`src/rtl/pbwc_pkg.sv`:
```
// constants and types shared by the power button and wake controller
`default_nettype none

package pbwc_pkg;

  // system clock rate
  localparam int unsigned CLK_HZ        = 200_000_000;

  // switch hold thresholds, in seconds
  localparam int unsigned SW_SHORT_SEC  = 4;
  localparam int unsigned SW_LONG_SEC   = 6;

  // switch debounce time, in milliseconds
  localparam int unsigned DEBOUNCE_MS   = 10;

  // derived cycle counts
  localparam int unsigned SW_SHORT_CYC  = SW_SHORT_SEC * CLK_HZ;
  localparam int unsigned SW_LONG_CYC   = SW_LONG_SEC * CLK_HZ;
  localparam int unsigned DEBOUNCE_CYC  = DEBOUNCE_MS * (CLK_HZ / 1000);

  // counter widths
  localparam int          HOLD_W        = 31;
  localparam int          DB_W          = 22;

  // pin vector layout (bit index of each sampled pin)
  localparam int          PIN_NUM       = 6;
  localparam int          PIN_SW        = 0;
  localparam int          PIN_PME       = 1;
  localparam int          PIN_PCIE      = 2;
  localparam int          PIN_LAN       = 3;
  localparam int          PIN_RTC       = 4;
  localparam int          PIN_USB       = 5;

  // pins that are active low (switch, pme, pcie wake)
  localparam logic [5:0]  PIN_ACT_LOW   = 6'h07;

  // sleeping state codes
  typedef enum logic [2:0] {
    ST_S0 = 3'h0,
    ST_S1 = 3'h1,
    ST_S3 = 3'h3,
    ST_S4 = 3'h4,
    ST_S5 = 3'h5
  } pbwc_state_e;

  // global state codes
  localparam logic [1:0]  G_WORK        = 2'h0;
  localparam logic [1:0]  G_SLEEP       = 2'h1;
  localparam logic [1:0]  G_OFF         = 2'h2;

  // state entered on reset and on a short press while working
  localparam pbwc_state_e RESET_STATE   = ST_S5;
  localparam pbwc_state_e SW_SLEEP_ST   = ST_S3;

  // reset value of the s5 wake option for lan and pme
  localparam logic        S5_EN_RST     = 1'h0;

endpackage : pbwc_pkg

`default_nettype wire

```
`src/rtl/pbwc_debounce.sv`:
```
// debounce filter for the front-panel power switch
`default_nettype none

module pbwc_debounce
  import pbwc_pkg::*;
#(
  parameter int unsigned P_DB_CYC = DEBOUNCE_CYC
) (
  input  wire logic i_clk_sys,
  input  wire logic i_resetn,
  input  wire logic i_level,
  output logic      o_level
);

  logic            level_ff;
  logic            nxt_level;
  logic [DB_W-1:0] cnt_ff;
  logic [DB_W-1:0] nxt_cnt;

  // accept a new level only once it has stood for the full debounce time
  always_comb begin
    nxt_level = level_ff;
    nxt_cnt   = cnt_ff;
    if (i_level == level_ff) begin
      nxt_cnt = '0;
    end else if (cnt_ff >= DB_W'(P_DB_CYC - 1)) begin
      nxt_level = i_level;
      nxt_cnt   = '0;
    end else begin
      nxt_cnt = cnt_ff + 1'b1;
    end
  end

  // filter registers
  always_ff @(posedge i_clk_sys or negedge i_resetn) begin
    if (!i_resetn) begin
      level_ff <= 1'b0;
      cnt_ff   <= '0;
    end else begin
      level_ff <= nxt_level;
      cnt_ff   <= nxt_cnt;
    end
  end

  assign o_level = level_ff;

endmodule : pbwc_debounce

`default_nettype wire

```
`src/rtl/pbwc_top.sv`:
```
// power button and wake source controller for the global power state
// Summary of operation
// [RULE_01] The hold time of the power switch is measured and, with the current state, picks the next state.
// [RULE_02] From soft-off, a press released under four seconds moves the system to working.
// [RULE_03] From working, a press released under four seconds moves the system to sleeping.
// [RULE_04] From working, a hold beyond six seconds forces soft-off at once without software.
// [RULE_05] From sleeping, a press released under four seconds wakes the system to working.
// [RULE_06] From sleeping, a hold beyond six seconds moves the system to soft-off.
// [RULE_07] The switch is debounced, and a hold between four and six seconds changes nothing.
// [RULE_08] Other state changes happen only when the operating system commands them.
// [RULE_09] Switch, alarm and express wake work from S1 to S5; usb wakes only from S1 and S3.
// [RULE_10] Lan and pme wake from S1, S3 and S4, and from S5 only with the S5 option set.
// [RULE_11] After reset the S5 wake option for lan and pme is held cleared.
// [RULE_12] Firmware sets the S5 option when lan is to wake the system from S5.
// [RULE_13] In S4 the processor is unpowered while the wake logic stays powered.
// [RULE_14] An express wake assertion wakes the system from S1 to S5 with no enable.
`default_nettype none

module pbwc_top
  import pbwc_pkg::*;
#(
  parameter int unsigned P_SHORT_CYC = SW_SHORT_CYC,
  parameter int unsigned P_LONG_CYC  = SW_LONG_CYC,
  parameter int unsigned P_DB_CYC    = DEBOUNCE_CYC
) (
  input  wire logic       i_clk_sys,
  input  wire logic       i_resetn,
  input  wire logic       i_pwr_sw_n,
  input  wire logic       i_pme_n,
  input  wire logic       i_pcie_wake_n,
  input  wire logic       i_lan_wake,
  input  wire logic       i_rtc_alarm,
  input  wire logic       i_usb_wake,
  input  wire logic       i_s5_wake_en,
  input  wire logic       i_os_cmd_valid,
  input  wire logic [2:0] i_os_cmd_state,
  output logic      [2:0] o_sleep_state,
  output logic      [1:0] o_global_state,
  output logic            o_cpu_pwr_en,
  output logic            o_wake_pwr_en,
  output logic            o_wake_pulse,
  output logic      [5:0] o_wake_src,
  output logic            o_fail_safe_pulse,
  output logic            o_cmd_reject_pulse
);

  // global state of a sleeping state code
  function automatic logic [1:0] glob_of(input pbwc_state_e st);
    return (st == ST_S0) ? G_WORK : (st == ST_S5) ? G_OFF : G_SLEEP;
  endfunction : glob_of

  // pin synchronisers
  logic [PIN_NUM-1:0] pin_raw;
  logic [PIN_NUM-1:0] sync1_ff;
  logic [PIN_NUM-1:0] sync2_ff;
  logic [PIN_NUM-1:0] pin_act;
  logic [PIN_NUM-1:0] act_prev_ff;
  logic [PIN_NUM-1:0] wake_edge;

  // switch tracking
  logic               sw_level;
  logic               sw_prev_ff;
  logic               sw_release;
  logic [HOLD_W-1:0]  hold_ff;
  logic [HOLD_W-1:0]  nxt_hold;
  logic               done_ff;
  logic               nxt_done;
  logic               long_hit;
  logic               rel_short;

  // power state
  pbwc_state_e        state_ff;
  pbwc_state_e        nxt_state;
  logic               s5_en_ff;
  logic               wake_ok;
  logic [5:0]         wake_en;
  logic               cmd_legal;
  logic               wake_pulse_ff;
  logic               nxt_wake_pulse;
  logic [5:0]         wake_src_ff;
  logic [5:0]         nxt_wake_src;
  logic               fs_pulse_ff;
  logic               nxt_fs_pulse;
  logic               rej_ff;
  logic               nxt_rej;
  logic               cpu_pwr_ff;
  logic               wake_pwr_ff;
  logic [1:0]         glob_ff;

  assign pin_raw = {i_usb_wake, i_rtc_alarm, i_lan_wake,
                    i_pcie_wake_n, i_pme_n, i_pwr_sw_n};

  // two flops on every pin before any logic looks at it
  for (genvar gi = 0; gi < PIN_NUM; gi++) begin : g_sync
    always_ff @(posedge i_clk_sys or negedge i_resetn) begin
      if (!i_resetn) begin
        sync1_ff[gi] <= PIN_ACT_LOW[gi];
        sync2_ff[gi] <= PIN_ACT_LOW[gi];
      end else begin
        sync1_ff[gi] <= pin_raw[gi];
        sync2_ff[gi] <= sync1_ff[gi];
      end
    end
  end

  // asserted levels and rising edges of the wake pins
  assign pin_act   = sync2_ff ^ PIN_ACT_LOW;
  assign wake_edge = pin_act & ~act_prev_ff;

  // switch debounce
  pbwc_debounce #(
    .P_DB_CYC (P_DB_CYC)
  ) u_debounce (
    .i_clk_sys (i_clk_sys),
    .i_resetn  (i_resetn),
    .i_level   (pin_act[PIN_SW]), // RULE_07
    .o_level   (sw_level)
  );

  // hold length decisions
  assign sw_release = sw_prev_ff && !sw_level;
  assign rel_short  = sw_release && !done_ff &&
                      (hold_ff < HOLD_W'(P_SHORT_CYC)); // RULE_01
  assign long_hit   = sw_level && !done_ff &&
                      (hold_ff == HOLD_W'(P_LONG_CYC)); // RULE_01

  // hold counter, saturates at the long threshold
  always_comb begin
    nxt_hold = hold_ff;
    nxt_done = done_ff;
    if (!sw_level) begin
      nxt_hold = '0;
      nxt_done = 1'b0;
    end else if (hold_ff < HOLD_W'(P_LONG_CYC)) begin
      nxt_hold = hold_ff + 1'b1; // RULE_01
    end else begin
      nxt_done = 1'b1;
    end
  end

  // wake sources allowed in the present state
  always_comb begin
    wake_en = '0;
    case (state_ff)
      ST_S1, ST_S3: wake_en = 6'h3E; // RULE_09
      ST_S4:        wake_en = 6'h1E; // RULE_13
      ST_S5: begin
        wake_en[PIN_PCIE] = 1'b1; // RULE_14
        wake_en[PIN_RTC]  = 1'b1; // RULE_09
        wake_en[PIN_LAN]  = s5_en_ff; // RULE_10
        wake_en[PIN_PME]  = s5_en_ff; // RULE_10
      end
      default:      wake_en = '0;
    endcase
  end

  assign wake_ok = |(wake_edge & wake_en);

  // legal command codes from software
  always_comb begin
    case (i_os_cmd_state)
      ST_S0, ST_S1, ST_S3, ST_S4, ST_S5: cmd_legal = 1'b1;
      default:                           cmd_legal = 1'b0;
    endcase
  end

  // next power state: switch first, then wake, then software
  always_comb begin
    nxt_state      = state_ff;
    nxt_wake_pulse = 1'b0;
    nxt_wake_src   = wake_src_ff;
    nxt_fs_pulse   = 1'b0;
    nxt_rej        = 1'b0;
    if (long_hit && glob_of(state_ff) == G_WORK) begin
      nxt_state    = ST_S5; // RULE_04
      nxt_fs_pulse = 1'b1;
    end else if (long_hit && glob_of(state_ff) == G_SLEEP) begin
      nxt_state = ST_S5; // RULE_06
    end else if (rel_short && glob_of(state_ff) == G_OFF) begin
      nxt_state      = ST_S0; // RULE_02
      nxt_wake_pulse = 1'b1;
      nxt_wake_src   = 6'h01;
    end else if (rel_short && glob_of(state_ff) == G_WORK) begin
      nxt_state = SW_SLEEP_ST; // RULE_03
    end else if (rel_short && glob_of(state_ff) == G_SLEEP) begin
      nxt_state      = ST_S0; // RULE_05
      nxt_wake_pulse = 1'b1;
      nxt_wake_src   = 6'h01;
    end else if (wake_ok) begin
      nxt_state      = ST_S0; // RULE_09
      nxt_wake_pulse = 1'b1;
      nxt_wake_src   = wake_edge & wake_en;
    end else if (i_os_cmd_valid && cmd_legal) begin
      nxt_state = pbwc_state_e'(i_os_cmd_state); // RULE_08
    end else if (i_os_cmd_valid) begin
      nxt_rej = 1'b1;
    end
  end

  // state and status registers
  always_ff @(posedge i_clk_sys or negedge i_resetn) begin
    if (!i_resetn) begin
      state_ff      <= RESET_STATE;
      glob_ff       <= G_OFF; // soft-off at reset
      act_prev_ff   <= '0;
      sw_prev_ff    <= 1'b0;
      hold_ff       <= '0;
      done_ff       <= 1'b0;
      s5_en_ff      <= S5_EN_RST; // RULE_11
      wake_pulse_ff <= 1'b0;
      wake_src_ff   <= '0;
      fs_pulse_ff   <= 1'b0;
      rej_ff        <= 1'b0;
      cpu_pwr_ff    <= 1'b0;
      wake_pwr_ff   <= 1'b1;
    end else begin
      state_ff      <= nxt_state;
      glob_ff       <= glob_of(nxt_state);
      act_prev_ff   <= pin_act;
      sw_prev_ff    <= sw_level;
      hold_ff       <= nxt_hold;
      done_ff       <= nxt_done;
      s5_en_ff      <= i_s5_wake_en; // RULE_12
      wake_pulse_ff <= nxt_wake_pulse;
      wake_src_ff   <= nxt_wake_src;
      fs_pulse_ff   <= nxt_fs_pulse;
      rej_ff        <= nxt_rej;
      cpu_pwr_ff    <= (nxt_state == ST_S0) || (nxt_state == ST_S1); // RULE_13
      wake_pwr_ff   <= 1'b1; // RULE_13
    end
  end

  // outputs straight from flops
  assign o_sleep_state      = state_ff;
  assign o_global_state     = glob_ff;
  assign o_cpu_pwr_en       = cpu_pwr_ff;
  assign o_wake_pwr_en      = wake_pwr_ff;
  assign o_wake_pulse       = wake_pulse_ff;
  assign o_wake_src         = wake_src_ff;
  assign o_fail_safe_pulse  = fs_pulse_ff;
  assign o_cmd_reject_pulse = rej_ff;

  // checks on the state transitions, the s5 option after reset and the S4 power enables
  property p_long_from_work;
    @(posedge i_clk_sys) disable iff (!i_resetn)
    (state_ff == ST_S0 && long_hit) |=> (state_ff == ST_S5) && fs_pulse_ff;
  endproperty
  a_long_from_work: assert property (p_long_from_work) // RULE_04
    else $error("long hold in working did not force soft-off");

  property p_short_from_off;
    @(posedge i_clk_sys) disable iff (!i_resetn)
    (state_ff == ST_S5 && rel_short) |=> state_ff == ST_S0 && wake_pulse_ff;
  endproperty
  a_short_from_off: assert property (p_short_from_off) // RULE_02
    else $error("short press in soft-off did not power on");

  property p_short_from_work;
    @(posedge i_clk_sys) disable iff (!i_resetn)
    (state_ff == ST_S0 && rel_short) |=> (state_ff == SW_SLEEP_ST);
  endproperty
  a_short_from_work: assert property (p_short_from_work) // RULE_03
    else $error("short press in working did not enter sleep");

  property p_short_from_sleep;
    @(posedge i_clk_sys) disable iff (!i_resetn)
    (glob_of(state_ff) == G_SLEEP && rel_short) |=> (state_ff == ST_S0);
  endproperty
  a_short_from_sleep: assert property (p_short_from_sleep) // RULE_05
    else $error("short press in sleep did not wake");

  property p_long_from_sleep;
    @(posedge i_clk_sys) disable iff (!i_resetn)
    (glob_of(state_ff) == G_SLEEP && long_hit) |=> (state_ff == ST_S5);
  endproperty
  a_long_from_sleep: assert property (p_long_from_sleep) // RULE_06
    else $error("long hold in sleep did not enter soft-off");

  property p_mid_hold;
    @(posedge i_clk_sys) disable iff (!i_resetn)
    (sw_release && hold_ff >= HOLD_W'(P_SHORT_CYC) && !wake_ok &&
     !i_os_cmd_valid) |=> $stable(state_ff);
  endproperty
  a_mid_hold: assert property (p_mid_hold) // RULE_07
    else $error("mid-length hold changed the power state");

  property p_change_cause;
    @(posedge i_clk_sys) disable iff (!i_resetn)
    ##1 (state_ff != $past(state_ff)) |->
      $past(long_hit || rel_short || wake_ok ||
            (i_os_cmd_valid && cmd_legal));
  endproperty
  a_change_cause: assert property (p_change_cause) // RULE_08
    else $error("power state changed with no cause");

  property p_usb_deep;
    @(posedge i_clk_sys) disable iff (!i_resetn)
    ((state_ff == ST_S4 || state_ff == ST_S5) &&
     wake_edge == 6'h20 && !long_hit && !rel_short && !i_os_cmd_valid)
      |=> $stable(state_ff) && !wake_pulse_ff;
  endproperty
  a_usb_deep: assert property (p_usb_deep) // RULE_09
    else $error("usb woke the system from S4 or S5");

  property p_s5_option;
    @(posedge i_clk_sys) disable iff (!i_resetn)
    (state_ff == ST_S5 && !s5_en_ff && (wake_edge & 6'h14) == 6'h00 &&
     !long_hit && !rel_short && !i_os_cmd_valid) |=> (state_ff == ST_S5);
  endproperty
  a_s5_option: assert property (p_s5_option) // RULE_10
    else $error("lan or pme woke S5 without the option");

  property p_s5_reset;
    @(posedge i_clk_sys)
    $rose(i_resetn) |-> !s5_en_ff;
  endproperty
  a_s5_reset: assert property (p_s5_reset) // RULE_11
    else $error("S5 option not cleared after reset");

  property p_deep_power;
    @(posedge i_clk_sys) disable iff (!i_resetn)
    ##1 (state_ff == ST_S4) |-> !o_cpu_pwr_en && o_wake_pwr_en;
  endproperty
  a_deep_power: assert property (p_deep_power) // RULE_13
    else $error("S4 power rails wrong");

  property p_pcie_wake;
    @(posedge i_clk_sys) disable iff (!i_resetn)
    (state_ff != ST_S0 && wake_edge[PIN_PCIE] && !long_hit && !rel_short)
      |=> (state_ff == ST_S0) && wake_pulse_ff && wake_src_ff[PIN_PCIE];
  endproperty
  a_pcie_wake: assert property (p_pcie_wake) // RULE_14
    else $error("express wake did not wake the system");

endmodule : pbwc_top

`default_nettype wire

```
`config.mk`:
```
export PLATFORM = sky130hd
export DESIGN_NAME = pbwc_top
export DESIGN_NICKNAME = d
export VERILOG_FILES = /design/src/rtl/pbwc_pkg.sv /design/src/rtl/pbwc_debounce.sv /design/src/rtl/pbwc_top.sv
export SDC_FILE = /design/constraint.sdc
export NUM_CORES = 1
export LEC_CHECK = 0
export ABC_AREA = 1
export BUFFER_PORTS_ARGS = -buffer_cell sky130_fd_sc_hd__buf_2
export CORE_MARGIN = 2
export CORE_UTILIZATION = 55
export DETAILED_ROUTE_END_ITERATION = 8
export PLACE_DENSITY = 0.82
export SYNTH_ARGS = -nofsm -noshare
export SYNTH_HDL_FRONTEND = slang
export SYNTH_SLANG_ARGS = --single-unit
```
`constraint.sdc`:
```
create_clock -name i_clk_sys -period 1.9 [get_ports i_clk_sys]
set_clock_uncertainty 0.1 [all_clocks]
set_input_delay 0.285 -clock i_clk_sys [delete_from_list [all_inputs] [get_ports i_clk_sys]]
set_output_delay 0.285 -clock i_clk_sys [all_outputs]
set_load 0.01 [all_outputs]
```
==> run summary <==
Worst Setup End Kind = flip-flop
Inst Count DP = 789
Netlist Area Pre-Place = 4750 um^2
CP Cell Sequence = buf_4, buf_4, nand2_1, nor2_1, nand2_1, nor4_1, nand3_1, nand4_1, o21ai_1
Place WS = -0.00326 ns
Final WS setup = 0.0111 ns
Area fraction in and, or, nand and nor cells after synthesis = 33.0%
CTS Root Cell = clkbuf_8
Layout fillers = 653
Mapped Nets = 632
Die Wd = 97.0 um
Fraction of registers with async set/reset = 100%
Largest net degree at the start of global routing = 40
CTS buffer count = 9
Synth-to-layout area growth = 25.2%
Max-cap viol count = 0
WL final = 12,800 um
Gpl congestion = 1.00
FMAX = 529 MHz
Slowest stage delay, CP = 0.43 ns
Worst IR Drop VDD = 591 uV
Die footprint = 9400 um^2
Multiplexer share of the synthesized area = 0%
Metal3 WL = 975 um
DR DRC count = 0
Violation count after the first detailed-routing iteration = 406
Top post-synthesis cells by area = dfrtp_1, nand2_1, nor2_1, inv_1, dfstp_2
Layout cell share with drive strength beyond 1 = 27.5%
Post-Syn Instances = 617
Status = finished, final reports clean
DP HPWL = 9070 um
Final Hold Violating Endpoints = 0
Xor/xnor share of the synthesized area = 4.05%
Sequential share of the synthesized area = 47.1%
Top cells by count, synth = nand2_1, nor2_1, dfrtp_1
Crit-path max FO = 4
Initial antenna violation count = 0
Vias = 4,612
RSZ-0062 raised after global routing = yes
Max layer used = met4
Nets@finish = 730
Cell row count = 33
Adder-Cell Fraction of Synth Area = 0.526%
Crit start category = flip-flop
Area fraction in compound gates after synthesis = 7.90%
Routed length on met1 = 5440 um
Cell taking the most area after synthesis = dfrtp_1
Multi-input logic area = 2350 um^2
Finish-stage setup viols = 0
ANT cells = 0
DR pass1 iterations = 6
Kind of critical path = flip-flop to flip-flop
CP arrival = 2.05 ns
Worst path required time = 2.06 ns
Die Y = 97.0 um
Pwr per Cell Area = 752 nW/um^2
Remaining antenna violation count = 0
# clock sinks = 89
Core footprint = 8300 um^2
Yosys warns = 0
Final Cycle Share = 99.4%
Slew Limit Fails = 0
Leakage Power = 0.00264 uW
Later-pin clock latency in the skew report = 0.37 ns
First-pass GRT wire length = 20,400 um
Via/cell ratio = 5.59
Tmin final = 1.89 ns
Yosys cell types = 40
Seq cells post-synth = 89
Average wire per standard cell = 15.5 um
Final non-filler cell total = 825
Sequential cell area = 2250 um^2
Placed cell area = 5370 um^2
Number of global-route vias before repair = 4,308
Overall routing resource usage = 26.9%
Remaining Overflow, GRT = 0
Starting Density = 57.3%
Number of synthesized flops with an enable pin = 0
Met2 routed wirelength = 6040 um
Clk pin slew, worst setup/hold paths = 0.11 ns
H-tree depth = 3
Final instance area = 5950 um^2
Most common cell in the synthesized netlist = nand2_1
Largest family of logic cells by synthesized area = simple AND/OR/NAND/NOR gates
Syn avg cell area = 7.70 um^2
Slowest CP cell = dfrtp_2
Longest Clk Path Bufs = 2
I/O pin cnt = 29
Final Hold Slack = 0.201 ns
I/O Buffers = 27
Share of the synthesized area in the top cell type = 42.1%
Hold WC Path Type = primary input to flip-flop
CTS tree = yes
Final Util = 71.7%
Ys flop type = dfrtp_1
-- state kept, by name, summed over array words and instances (netlist names) --
register and flops:
o_sleep_state 3, hold_ff 31, o_cmd_reject_pulse 1, sync1_ff 6, u_debounce.cnt_ff 22, o_wake_pulse 1, sync2_ff 3, u_debounce.o_level 1
act_prev_ff 5, pin_act 3, sw_prev_ff 1, o_cpu_pwr_en 1, done_ff 1, o_fail_safe_pulse 1, o_wake_src 6, o_global_state 2
s5_en_ff 1
-- through the flow --
stage	TNS [ns]	power, uW
finish	0	4470
global route	-0.661	4700
CTS	0	4360
detailed placement	-0.00416	3050
global placement	0	3020
floorplan	0	2670
-- worst paths after layout --
check                                    start            endpoint  depth (start not counted)  slack [ns]
min in group asynchronous             i_resetn         hold_ff[23]                          2        0.21
worst max-delay path               hold_ff[16]         hold_ff[28]                          9        0.01
worst max register to register     hold_ff[16]         hold_ff[28]                          9        0.01
max in group asynchronous             i_resetn         sync1_ff[0]                          3        0.87
worst min-delay path            i_os_cmd_valid  o_cmd_reject_pulse                          4        0.20
worst min register to register     sync1_ff[1]         sync2_ff[1]                          0        0.26
-- cell usage in the layout (no fill, tap or decap), drive strengths merged --
| master | instances |
|---|---|
| or4 | 1 |
| and3 | 2 |
| xor2 | 18 |
| ha | 2 |
| o31ai | 10 |
| nor3b | 5 |
| dfstp | 9 |
| clkinvlp | 2 |
| dlygate4sd3 | 8 |
| nand4 | 21 |
| nand2 | 149 |
| a41oi | 1 |
| clkinv | 3 |
| o22ai | 1 |
| o21ai | 31 |
| conb | 2 |
| nor4 | 8 |
| inv | 74 |
| nor2 | 94 |
| clkbuf | 9 |
| dfrtp | 80 |
| buf | 91 |
| a21boi | 2 |
| nor3 | 28 |
| nand3b | 2 |
| xnor2 | 4 |
| a21oi | 15 |
| nand3 | 45 |
| o211ai | 1 |
| o21a | 1 |
| a31oi | 1 |
-- kinds of logic after synthesis --
| kind of cell | after synthesis |
|---|---|
| XOR/XNOR | 22 |
| AO/OA/AOI/OAI | 63 |
| other | 2 |
| adder cells (fa/ha/maj) | 2 |
| buffers and inverters | 84 |
| AND/OR/NAND/NOR | 355 |
| flip-flops | 89 |
-- power by group --
| group | total, uW | internal [uW] | switching [uW] |
|---|---|---|---|
| clock | 1320 | 516 | 801 |
| sequential | 2140 | 2050 | 89.5 |
| combinational | 1020 | 408 | 609 |
-- worst max-delay path, delay by kind of cell, from the launching register on --
family | cells | cell delay, ns
buf+inv | 2 | 0.23
simple gates | 6 | 0.94
flops | 1 | 0.43
compound gates | 1 | 0.07
-- metal layers --
| metal | vias up | GRT usage [%] |
|---|---|---|
| met5 | - | 0 |
| met2 | 207 | 43.9 |
| met3 | 35 | 4.05 |
| li1 | 2218 | - |
| met4 | 0 | 8.45 |
| met1 | 2152 | 37.2 |
-- final cells by class --
class / count / share of cell area [%]
clock buffer: 9 / 2.08
clock inverter: 7 / 1.24
inverter: 72 / 4.54
multi-input combinational: 444 / 39.5
sequential: 89 / 37.7
tap: 105 / 2.21
timing repair buffer: 99 / 12.7
-- timing repair --
| action | CTS | global route |
|---|---|---|
| endpoints found under the hold margin | 53 | 0 |
| hold buffers | 8 | 0 |
| endpoints found under the setup margin | 8 | 43 |
| resized for setup | 6 | 72 |
| setup buffers | 0 | 12 |
| pin swaps | 1 | 21 |
Note: power is estimated with default switching activity, not from simulation.
